===== config.mk =====
export PLATFORM = sky130hd
export DESIGN_NAME = lsau_core
export DESIGN_NICKNAME = d
export VERILOG_FILES = /design/src/common/lsau_pkg.sv /design/src/hdl/lsau_core.sv
export SDC_FILE = /design/constraint.sdc
export NUM_CORES = 1
export LEC_CHECK = 0
export BUFFER_PORTS_ARGS = -buffer_cell sky130_fd_sc_hd__buf_4
export CORE_ASPECT_RATIO = 0.75
export CORE_MARGIN = 2
export CORE_UTILIZATION = 53
export DETAILED_ROUTE_END_ITERATION = 7
export PLACE_DENSITY = 0.81
export SLEW_MARGIN = 30
export SYNTH_ARGS = -nofsm -noshare
export SYNTH_HDL_FRONTEND = slang
export SYNTH_SLANG_ARGS = --single-unit

===== constraint.sdc =====
create_clock -name ref_clk -period 7.6 [get_ports ref_clk]
set_input_delay 1.52 -clock ref_clk [delete_from_list [all_inputs] [get_ports ref_clk]]
set_output_delay 1.52 -clock ref_clk [all_outputs]
set_load 0.01 [all_outputs]

===== src/common/lsau_pkg.sv =====
package lsau_pkg;
   // Register map, word indices on the plain register port
   localparam logic [3:0] LSAU_REG_CTRL = 4'h0;
   localparam logic [3:0] LSAU_REG_STAT = 4'h1;
   localparam logic [3:0] LSAU_REG_BRT = 4'h2;
   localparam int unsigned CTRL_PRIV_BIT = 0;
   localparam int unsigned STAT_BUSY_BIT = 0;
   localparam int unsigned STAT_ERR_BIT = 1;
   localparam logic CTRL_PRIV_RST = 1'b1;
   // Offset limits, magnitudes
   localparam logic [11:0] OFS_MAX_PLAIN = 12'hFFF;
   localparam logic [11:0] OFS_MAX_INDEX = 12'h0FF;
   localparam logic [11:0] OFS_MAX_NEG = 12'h0FF;
   localparam logic [11:0] OFS_MAX_PAIR = 12'h3FC;
   localparam logic [11:0] OFS_MAX_UNPRIV = 12'h0FF;
   localparam logic [31:0] PAIR_STEP = 32'h0000_0004;
   localparam logic [3:0] PC_IDX = 4'hF;

   typedef enum logic [1:0] {SZ_BYTE, SZ_HALF, SZ_WORD, SZ_PAIR} lsau_size_e;
   typedef enum logic [2:0] {
      MD_OFFSET, MD_PRE, MD_POST, MD_REGOFS, MD_UNPRIV
   } lsau_mode_e;

   typedef struct packed {
      logic valid;
      logic load;
      lsau_size_e size;
      logic sext;
      lsau_mode_e mode;
      logic sub;
      logic has_imm;
      logic [11:0] imm;
      logic [1:0] shift;
      logic [31:0] base;
      logic [31:0] index;
      logic [31:0] data0;
      logic [31:0] data1;
      logic [3:0] transfer_reg;
      logic [3:0] second_transfer_reg;
   } lsau_req_s;

   typedef struct packed {
      logic valid;
      logic write;
      logic unpriv;
      lsau_size_e size;
      logic [31:0] addr;
      logic [31:0] wdata;
   } lsau_mem_s;

   typedef struct packed {
      logic valid;
      logic [31:0] rdata;
   } lsau_rsp_s;

   typedef struct packed {
      logic done;
      logic err;
      logic xfer_we;
      logic [3:0] xfer_idx;
      logic [31:0] xfer_data;
      logic base_we;
      logic [31:0] base_data;
      logic branch;
      logic [31:0] target;
   } lsau_res_s;
endpackage


===== src/hdl/lsau_core.sv =====
// The implementer's own choices: the plain strobed port and the placing of the registers.
`timescale 1ns/1ps
// What this block does
// - Offset mode: base plus/minus offset, base kept
// - Pre-index: adjusted address used and written back
// - Post-index: access at base, then base updated
// - Omitted offset: base itself is the address
// - Loads zero or sign extend bytes, halves
// - Single offsets -255..4095, indexed -255..255
// - Pair offsets multiple of 4, -1020..1020
// - Pair ops move two registers
// - Word load to PC branches, bit0 cleared
// - Flags never changed
// - Register offset: base plus index shifted 0..3
// - Unprivileged forms: offset 0..255 added only
// - Unprivileged forms always access unprivileged
module lsau_core (
   input wire logic ref_clk,
   input wire logic rst_n,
   input lsau_pkg::lsau_req_s req,
   output logic req_ready,
   output lsau_pkg::lsau_mem_s mem_req,
   input lsau_pkg::lsau_rsp_s mem_rsp,
   output lsau_pkg::lsau_res_s res,
   output logic flags_we,
   input wire logic [3:0] reg_addr,
   input wire logic [31:0] reg_wdata,
   input wire logic reg_wr,
   input wire logic reg_rd,
   output logic [31:0] reg_rdata
);
   import lsau_pkg::*;

   typedef enum logic [1:0] {ST_IDLE, ST_ACC1, ST_ACC2} lsau_state_e;

   // Extend a right-justified load to a full word
   function automatic logic [31:0] lsau_ext(input logic [31:0] d,
      input lsau_size_e sz, input logic sx);
      logic [31:0] r;
      r = d;
      if (sz == SZ_BYTE) begin
         r = {{24{sx & d[7]}}, d[7:0]};
      end else if (sz == SZ_HALF) begin
         r = {{16{sx & d[15]}}, d[15:0]};
      end
      return r;
   endfunction

   // Check the offset against the form's legal range
   function automatic logic lsau_ofs_ok(input lsau_req_s q);
      logic ok;
      ok = 1'b1;
      if (q.mode == MD_UNPRIV) begin
         ok = !q.sub && q.imm <= OFS_MAX_UNPRIV;
      end else if (q.mode == MD_REGOFS) begin
         ok = q.size != SZ_PAIR;
      end else if (q.size == SZ_PAIR) begin
         ok = q.imm[1:0] == 2'b00 && q.imm <= OFS_MAX_PAIR;
      end else if (q.sub || q.mode != MD_OFFSET) begin
         ok = q.sub ? q.imm <= OFS_MAX_NEG : q.imm <= OFS_MAX_INDEX;
      end else begin
         ok = q.imm <= OFS_MAX_PLAIN;
      end
      if (!q.load && (q.sext || q.size == SZ_HALF && q.sext)) begin
         ok = 1'b0;
      end
      return ok;
   endfunction

   lsau_state_e st_q, st_d;
   lsau_mem_s mem_q, mem_d;
   lsau_res_s res_q, res_d;
   lsau_req_s cur_q, cur_d;
   logic [31:0] wb_q, wb_d;
   logic ready_q, ready_d;
   logic priv_q, priv_d;
   logic err_q, err_d;
   logic [31:0] brt_q, brt_d;
   logic [31:0] rdata_q, rdata_d;
   logic [31:0] ofs, eff, ldv;
   logic take, ok;
   logic [31:0] cur_ofs;

   ////////////////////////////////////////////////////////////////////////
   // Address forming
   always_comb begin
      if (req.mode == MD_REGOFS) begin
         ofs = req.index << req.shift;
      end else begin
         ofs = req.has_imm ? {20'h0_0000, req.imm} : 32'h0000_0000;
      end
      // Register offsets always add
      eff = (req.sub && req.mode != MD_REGOFS) ? req.base - ofs
         : req.base + ofs;
      take = req.valid && ready_q;
      ok = lsau_ofs_ok(req);
      ldv = lsau_ext(mem_rsp.rdata, cur_q.size, cur_q.sext);
   end

   ////////////////////////////////////////////////////////////////////////
   // Access sequencer
   always_comb begin
      st_d = st_q;
      mem_d = mem_q;
      cur_d = cur_q;
      wb_d = wb_q;
      brt_d = brt_q;
      res_d = '0;
      case (st_q)
         ST_IDLE: begin
            if (take && !ok) begin
               res_d.err = 1'b1;
               res_d.done = 1'b1;
            end else if (take) begin
               cur_d = req;
               wb_d = eff;
               mem_d.valid = 1'b1;
               mem_d.write = !req.load;
               // Unprivileged forms drop privilege
               mem_d.unpriv = req.mode == MD_UNPRIV || !priv_q;
               mem_d.size = req.size == SZ_PAIR ? SZ_WORD : req.size;
               // Post-index accesses at the raw base
               mem_d.addr = req.mode == MD_POST ? req.base : eff;
               mem_d.wdata = req.data0;
               st_d = ST_ACC1;
            end
         end
         ST_ACC1, ST_ACC2: begin
            if (mem_rsp.valid) begin
               res_d.xfer_we = cur_q.load;
               res_d.xfer_idx = st_q == ST_ACC1 ? cur_q.transfer_reg
                  : cur_q.second_transfer_reg;
               res_d.xfer_data = ldv;
               if (cur_q.load && cur_q.size == SZ_WORD &&
                  cur_q.transfer_reg == PC_IDX) begin
                  res_d.xfer_we = 1'b0;
                  res_d.branch = 1'b1;
                  res_d.target = {mem_rsp.rdata[31:1], 1'b0};
                  brt_d = {mem_rsp.rdata[31:1], 1'b0};
               end
               if (st_q == ST_ACC1 && cur_q.size == SZ_PAIR) begin
                  // Second word follows the first
                  mem_d.addr = mem_q.addr + PAIR_STEP;
                  mem_d.wdata = cur_q.data1;
                  st_d = ST_ACC2;
               end else begin
                  mem_d.valid = 1'b0;
                  res_d.done = 1'b1;
                  // Only indexed forms write the base back
                  res_d.base_we = cur_q.mode == MD_PRE ||
                     cur_q.mode == MD_POST;
                  res_d.base_data = wb_q;
                  st_d = ST_IDLE;
               end
            end
         end
         default: begin
            st_d = ST_IDLE;
            mem_d = '0;
         end
      endcase
      ready_d = st_d == ST_IDLE;
   end

   always_ff @(posedge ref_clk) begin
      if (!rst_n) begin
         st_q <= ST_IDLE;
         mem_q <= '0;
         res_q <= '0;
         cur_q <= '0;
         wb_q <= 32'h0000_0000;
         brt_q <= 32'h0000_0000;
         ready_q <= 1'b0;
      end else begin
         st_q <= st_d;
         mem_q <= mem_d;
         res_q <= res_d;
         cur_q <= cur_d;
         wb_q <= wb_d;
         brt_q <= brt_d;
         ready_q <= ready_d;
      end
   end

   ////////////////////////////////////////////////////////////////////////
   // Register port
   always_comb begin
      priv_d = priv_q;
      err_d = err_q || res_q.err;
      rdata_d = 32'h0000_0000;
      if (reg_wr && reg_addr == LSAU_REG_CTRL) begin
         priv_d = reg_wdata[CTRL_PRIV_BIT];
      end
      // Write one clears; a new error wins
      if (reg_wr && reg_addr == LSAU_REG_STAT && reg_wdata[STAT_ERR_BIT]) begin
         err_d = res_q.err;
      end
      if (reg_rd) begin
         case (reg_addr)
            LSAU_REG_CTRL: rdata_d[CTRL_PRIV_BIT] = priv_q;
            LSAU_REG_STAT: begin
               rdata_d[STAT_BUSY_BIT] = st_q != ST_IDLE;
               rdata_d[STAT_ERR_BIT] = err_q;
            end
            LSAU_REG_BRT: rdata_d = brt_q;
            default: rdata_d = 32'h0000_0000;
         endcase
      end
   end

   always_ff @(posedge ref_clk) begin
      if (!rst_n) begin
         priv_q <= CTRL_PRIV_RST;
         err_q <= 1'b0;
         rdata_q <= 32'h0000_0000;
         flags_we <= 1'b0;
      end else begin
         priv_q <= priv_d;
         err_q <= err_d;
         rdata_q <= rdata_d;
         flags_we <= 1'b0;
      end
   end

   assign req_ready = ready_q;
   assign mem_req = mem_q;
   assign res = res_q;
   assign reg_rdata = rdata_q;

   // Offset of the request in flight, for the post-index writeback check
   assign cur_ofs = cur_q.has_imm ? {20'h0_0000, cur_q.imm} : 32'h0000_0000;
endmodule


After elaboration in Yosys (flattened, before gate mapping)
Cells that the tools add are included.
{ "classes": {"n_addsub": 3, "order_cmp": 3, "eq_ne": 22, "shift": 1, "muxes": 35, "bitwise_logic": 6, "n_reduce_logical": 42} }
{ "op_table": {"columns": ["op", "count"], "rows": [
  ["$mux 32", 5],
  ["$mux 69", 2],
  ["$mux 64", 2],
  ["$pmux 64 s2", 1],
  ["$mux 33", 1],
  ["$add 32x3->32 const B", 1],
  ["$add 32x32->32", 1],
  ["$shl 32x2->32", 1],
  ["$sub 32x32->32", 1],
  ["$reduce_and 3->1", 5],
  ["$logic_and 1x1->1", 13],
  ["$le 12x10->1 const B", 1],
  ["$le 12x12->1 const B", 1],
  ["$le 12x8->1 const B", 1],
  ["$mux 12", 1],
  ["$mux 2", 6],
  ["$ne 2x2->1 const B", 6],
  ["$reduce_and 4->1", 3],
  ["$mux 1", 10],
  ["$eq 3x2->1 const B", 3],
  ["$eq 2x2->1 const B", 4],
  ["$logic_not 2->1", 4],
  ["$pmux 1 s2", 4],
  ["$pmux 4 s2", 1],
  ["19 further kinds", 34]
]} }
{ "word_totals": {"register_bits": 321, "elab_cells": 143} }

Logic depth before layout (Yosys ltp)
{ "depth": {"ltp_word": 12, "ltp_mapped": 29, "ltp_nobuf": 24} }

Worst setup path after synthesis
OpenSTA, ideal clock, no wires.
{ "synth_timing": {"path_type": "input port to flip-flop", "start": "in req[137] in the netlist's numbering", "end": "reg wb_q[25]", "setup_time_ns": 0.062, "arrival_ns": 6.806, "setup_slack_ns": 0.732, "stages": 24, "path_cell_list": "buf_6 -> buf_4 -> buf_4 -> buf_2 -> buf_1 -> buf_1 -> nor3_1 -> a31oi_1 -> ha_1 -> o21a_1 -> o31ai_1 -> a2111oi_4 -> nand3_1 -> o211ai_1 -> a21oi_1 -> ha_1 -> nand4_1 -> or2_2 -> o21ai_0 -> a21oi_1 -> o21bai_1 -> a21oi_1 -> or4b_2 -> nand3_1"} }
{ "synth_via": {"elab_chain_cells": 4, "word_cells_on_any_way": 5, "cone_classes": "2 x add/sub; 1 x shift; 2 x mux"} }
{ "synth_lines": {"columns": ["element", "line_no", "rtl"], "rows": [
  ["start: declaration", "lsau_core.sv:20", "input lsau_pkg::lsau_req_s req,"],
  ["$shl 32x2->32 *", "lsau_core.sv:88", "ofs = req.index << req.shift;"],
  ["$mux 32 *", "lsau_core.sv:87", "if (req.mode == MD_REGOFS) begin"],
  ["$add 32x32->32 / $sub 32x32->32 (equally long branches)", "lsau_core.sv:94, lsau_core.sv:93", null],
  ["$mux 32 *", "lsau_core.sv:93", "eff = (req.sub && req.mode != MD_REGOFS) ? req.base - ofs"],
  ["end signal: assignment", "lsau_core.sv:179", "wb_q <= wb_d;"],
  ["end: declaration", "lsau_core.sv:74", "logic [31:0] wb_q, wb_d;"]
]} }
Mark *: on every way between the ends. The rest lies on a longest branch, timed or not.
A chain may end at the register's enable or synchronous reset.

Worst setup path in the final report
{ "layout_timing": {"start": "in req[136] in the netlist's numbering", "end": "reg wb_q[25]"} }
The elaborated chain is that of the path after synthesis.

==> results.md <==
- The flow ran to the end, and the final reports show no timing, DRC or antenna violations.
- The library cell used most frequently in the layout, excluding fill and tap cells, is sky130_fd_sc_hd__buf_4.
- The highest clock frequency the design can meet is ~150 MHz.
- In this run the static leakage power is approximately 8.8 nW.
- The cell occurring most often along the worst timing path is sky130_fd_sc_hd__o21ai_0.
- Port buffering added a little over 400 buffers.
- For this run, the leading register cell type out of synthesis is sky130_fd_sc_hd__dfxtp_1.
- VDD sags by at most approximately 0.00019 V.
- The net count of the finished layout is 2453.
- Buffers inserted to repair hold after CTS numbered 0.
- The post-detailed-route count of antenna-violating nets is 0.
- The share of post-route cells with drive strength above 1 is 0.239.
- The standard-cell row count is 54.
- The wire length after detailed routing is between 50000 and 60000 um.
- The total global-route track usage is 0.319.
- The wire length per cell is 19.5 um.
- TritonCTS built the clock tree.
- The share of the Yosys chip area taken by registers is 0.414.
- The data arrival at the endpoint of the critical path is slightly above 7 ns.
- The signal on the critical path passes through buf_4, clkinv_1, nand4_1, nand2_1, inv_1, ha_1, o21a_1, o31ai_1, nand2b_1, o21ai_0, xor2_1, ha_1, nand3_1, nor2_1, a21boi_0, o21ai_0, buf_4, o21ai_0, a21oi_1, o21bai_1, a21oi_1, or4b_2, nand3_1.
- Of the available clock period, the critical path in the final layout requires 0.865.
- The weighted congestion at the end of routability-driven global placement is ~0.97.
- Max-cap violations in this run came to 0.
- The final core utilization is 0.683.
- The number of levels the H-tree was split into is 1.
- The initial antenna violation count was 2.
- The number of top-level design ports is approximately 440.
- Synthesis produced a netlist whose cell count is 1838.
- Setup repair after global routing left no endpoint under its margin.
- Broken down by cell family, the worst path's largest delay share belongs to compound AO/OA/AOI/OAI gates.
- The standard cell with the maximum stage delay on the critical path is sky130_fd_sc_hd__or4b_2.
- On the final layout, the worst clock skew is around 0.022 ns.
- The longest clock path from root to sink contains 3 buffers.
- Of all nets on the critical path, the largest fanout is between 50 and 60.
- Data on the critical path is required at its endpoint by 8.09 ns.
- Clock tree synthesis found a total of 320 sinks.
- The pin count of the biggest net entering global routing is 75.
- The initial DRC count is ~1600.
- Measured along the y axis, the die boundary spans between 150 and 200 um.
- Dividing total power by cell area gives a power density of 203 nW/um^2.
- The width of the die is between 200 and 250 um.
- STA classifies the critical path endpoint as a flip-flop.
- The detail-routed via count per cell is about 5.8.
- The wire-length estimate of the detail-placed layout is between 30000 and 40000 um.
- The first detailed-routing pass ran for 5 iterations.
- In this design, the stage delay of the slowest critical-path cell is ~0.66 ns.
- The die footprint is around 31000 sq um.
- The cell area after synthesis is ~15000 sq um.
- The core area is approximately 29000 sq um.
- The first-pass GRT wire length is 78400 um.
- The critical path contains buffers and inverters numbering 4 combined.
- The min-delay analysis places its worst path in the category flip-flop to flip-flop.
- Adding up every negative setup slack in the final design gives 0 ns.
- Compared with the post-synthesis result, the final layout area differs by 27.7%.
- In this run, post-CTS repair resized a total of 0 instances.
- The library cells used most frequently in the layout, excluding fill and tap cells, are sky130_fd_sc_hd__buf_4 (431), sky130_fd_sc_hd__dfxtp_1 (319), sky130_fd_sc_hd__nand2_1 (297), sky130_fd_sc_hd__nor2_1 (117), sky130_fd_sc_hd__a21oi_1 (113).
- The number of setup violations in the final report is 0.
- At the pin with the least slew margin, the transition time is just over 0.9 ns.
- The share of synthesized registers carrying an async set or reset is 0.
- By startpoint and endpoint, the worst setup path is classified as primary input to flip-flop.
- TritonCTS created 29 clock buffers.
- The headroom to the max-slew limit is 0.387.
- STA classifies the critical path startpoint as a primary input.
- The register bit total from synthesis is 320.
- The hold violation total from the final report is 0.
- The clock latency reported for the late side of the worst-skew pair is 0.55 ns.
- The final critical delay including setup and external delays is 6.58 ns.
- The final route contains between 15000 and 20000 vias.
- The cell at the root of the clock tree is sky130_fd_sc_hd__clkbuf_16.
- Clock-pin slew was measured on the worst setup and hold paths at ~0.07 ns.
- The via count of the first global-routing pass is 14200.
- During synthesis, Yosys emitted a total of 0 warnings.
- The number of pins with negative max-slew slack in the final report is 0.
- In this run the post-CTS setup repair buffer count came out at 0.
- The count of unresolved DRC violations after routing is 0.
- A synthesized cell averages roughly 8.4 sq um.
- For this configuration, the core starts out at a cell density of 0.535.
- The post-synthesis cell type count is 83.
- Global routing finished with a remaining overflow of 0.
- The number of enable flip-flop cells after synthesis is 0.
- The final hold slack is 0.429 ns.
## metrics by stage
step / instances / area [sq um] / total power, mW / worst slack [ns]
detailed placement: 2544 / 18700 / 2.51 / 0.718
global route: 2598 / 19700 / 4.16 / 0.765
global placement: 2544 / 18700 / 2.49 / 0.801
CTS: 2596 / 19700 / 4.00 / 1.27
finish: 2598 / 19700 / 4.01 / 1.02
floorplan: 1839 / 15500 / 2.23 / 0.732
## final cells by class
| cell class | count | area [sq um] |
|---|---|---|
| Clock buffer | 39 | 823 |
| Inverter | 25 | 93.8 |
| Tap cell | 392 | 490 |
| Clock inverter | 13 | 164 |
| Fill cell | 2339 | 9180 |
| Antenna cell | 2 | 5.00 |
| Timing Repair Buffer | 431 | 3240 |
| Multi-Input combinational cell | 1376 | 8520 |
| Sequential cell | 320 | 6410 |
## where the power goes
part / switching, mW / internal [mW] / total [mW]
Combinational: 0.423 / 0.323 / 0.746
Sequential: 0.0317 / 1.71 / 1.74
Clock: 0.651 / 0.866 / 1.52
Total: 1.11 / 2.90 / 4.01
## state kept, by name, summed over array words and instances (netlist names)
name / flops
reg_rdata: 32
err_q: 1
cur_q: 47
brt_q: 31
req_ready: 1
mem_req: 69
st_q: 2
priv_q: 1
res: 104
wb_q: 32
## cells by family after synthesis
logic type                 Yosys count  share of synthesized area
AOI/OAI and AO/OA                  490                      0.212
xor gates and xnor gates            53                     0.0300
adders and majority gates           37                     0.0304
buffers and inverters              143                     0.0371
DFF                                320                      0.414
muxes                               54                     0.0424
other                                1                   0.000243
and+or+nand+nor                    740                      0.233
## routing by layer
| layer | global-route usage | up-vias | routed length (um) |
|---|---|---|---|
| met5 | 0.00155 | - | 0 |
| met2 | 0.499 | 688 | 22600 |
| li1 | - | 7142 | - |
| met1 | 0.435 | 7166 | 21700 |
| met3 | 0.0609 | 119 | 4320 |
| met4 | 0.125 | 0 | 2080 |
## Yosys cell counts (4+ instances only)
cell,number,share of area
sky130_fd_sc_hd__nor2_1,119,0.029
sky130_fd_sc_hd__o21ai_0,106,0.034
sky130_fd_sc_hd__mux2_2,13,0.0095
sky130_fd_sc_hd__ha_1,36,0.029
sky130_fd_sc_hd__mux4_2,4,0.0058
sky130_fd_sc_hd__xor2_1,23,0.013
sky130_fd_sc_hd__a21boi_0,69,0.033
sky130_fd_sc_hd__o22a_1,5,0.0028
sky130_fd_sc_hd__nand2_1,298,0.072
sky130_fd_sc_hd__a21oi_1,113,0.037
sky130_fd_sc_hd__a22oi_1,13,0.0063
sky130_fd_sc_hd__a2111oi_0,5,0.0028
sky130_fd_sc_hd__nor3_1,21,0.0068
sky130_fd_sc_hd__and3_1,46,0.019
sky130_fd_sc_hd__o221ai_1,6,0.0034
sky130_fd_sc_hd__or3_1,6,0.0024
sky130_fd_sc_hd__a211oi_1,5,0.0024
sky130_fd_sc_hd__buf_1,11,0.0027
sky130_fd_sc_hd__o21a_1,8,0.0039
sky130_fd_sc_hd__a221o_1,4,0.0026
sky130_fd_sc_hd__nor4_1,5,0.0020
sky130_fd_sc_hd__xnor2_1,30,0.017
sky130_fd_sc_hd__o21bai_1,5,0.0024
sky130_fd_sc_hd__nand3b_1,4,0.0019
sky130_fd_sc_hd__and2_0,4,0.0016
sky130_fd_sc_hd__dfxtp_1,320,0.41
sky130_fd_sc_hd__nor3b_1,11,0.0053
sky130_fd_sc_hd__a31oi_1,11,0.0045
sky130_fd_sc_hd__buf_4,5,0.0024
sky130_fd_sc_hd__nand3_1,44,0.014
sky130_fd_sc_hd__inv_1,23,0.0056
sky130_fd_sc_hd__a21o_1,59,0.029
sky130_fd_sc_hd__a221oi_1,32,0.018
sky130_fd_sc_hd__nor2b_1,53,0.021
sky130_fd_sc_hd__o31ai_1,7,0.0034
sky130_fd_sc_hd__clkbuf_1,97,0.024
sky130_fd_sc_hd__nand2b_1,6,0.0024
sky130_fd_sc_hd__mux2i_1,34,0.022
sky130_fd_sc_hd__or2_2,4,0.0016
sky130_fd_sc_hd__and2_1,80,0.032
sky130_fd_sc_hd__o211ai_1,11,0.0053
sky130_fd_sc_hd__or4_1,4,0.0019
sky130_fd_sc_hd__nand4_1,12,0.0049
## final timing paths
check                           from                  endpoint  slack, ns  depth (start not counted)
min reg2reg  cur_q[154]$_SDFFE_PN0P_        res[65]$_SDFF_PP0_       0.43                          1
min          cur_q[154]$_SDFFE_PN0P_        res[65]$_SDFF_PP0_       0.43                          1
max reg2reg       st_q[0]$_SDFF_PN0_  mem_req[57]$_SDFFE_PN0P_       4.08                          9
max                         req[136]     wb_q[25]$_SDFFE_PN0P_       1.02                         23
## worst reg2reg max path, stage by stage, from the launching register on
cell and delay (ns):
sky130_fd_sc_hd__dfxtp_1 0.40, sky130_fd_sc_hd__inv_1 0.06, sky130_fd_sc_hd__ha_1 0.71, sky130_fd_sc_hd__nand2_1 0.20, sky130_fd_sc_hd__o21ai_4 0.10, sky130_fd_sc_hd__buf_4 0.60, sky130_fd_sc_hd__nor3b_4 0.10, sky130_fd_sc_hd__nand2_1 0.68
sky130_fd_sc_hd__o21ai_0 0.21, sky130_fd_sc_hd__a221o_1 0.37
Power figures use the tool's default switching activity.
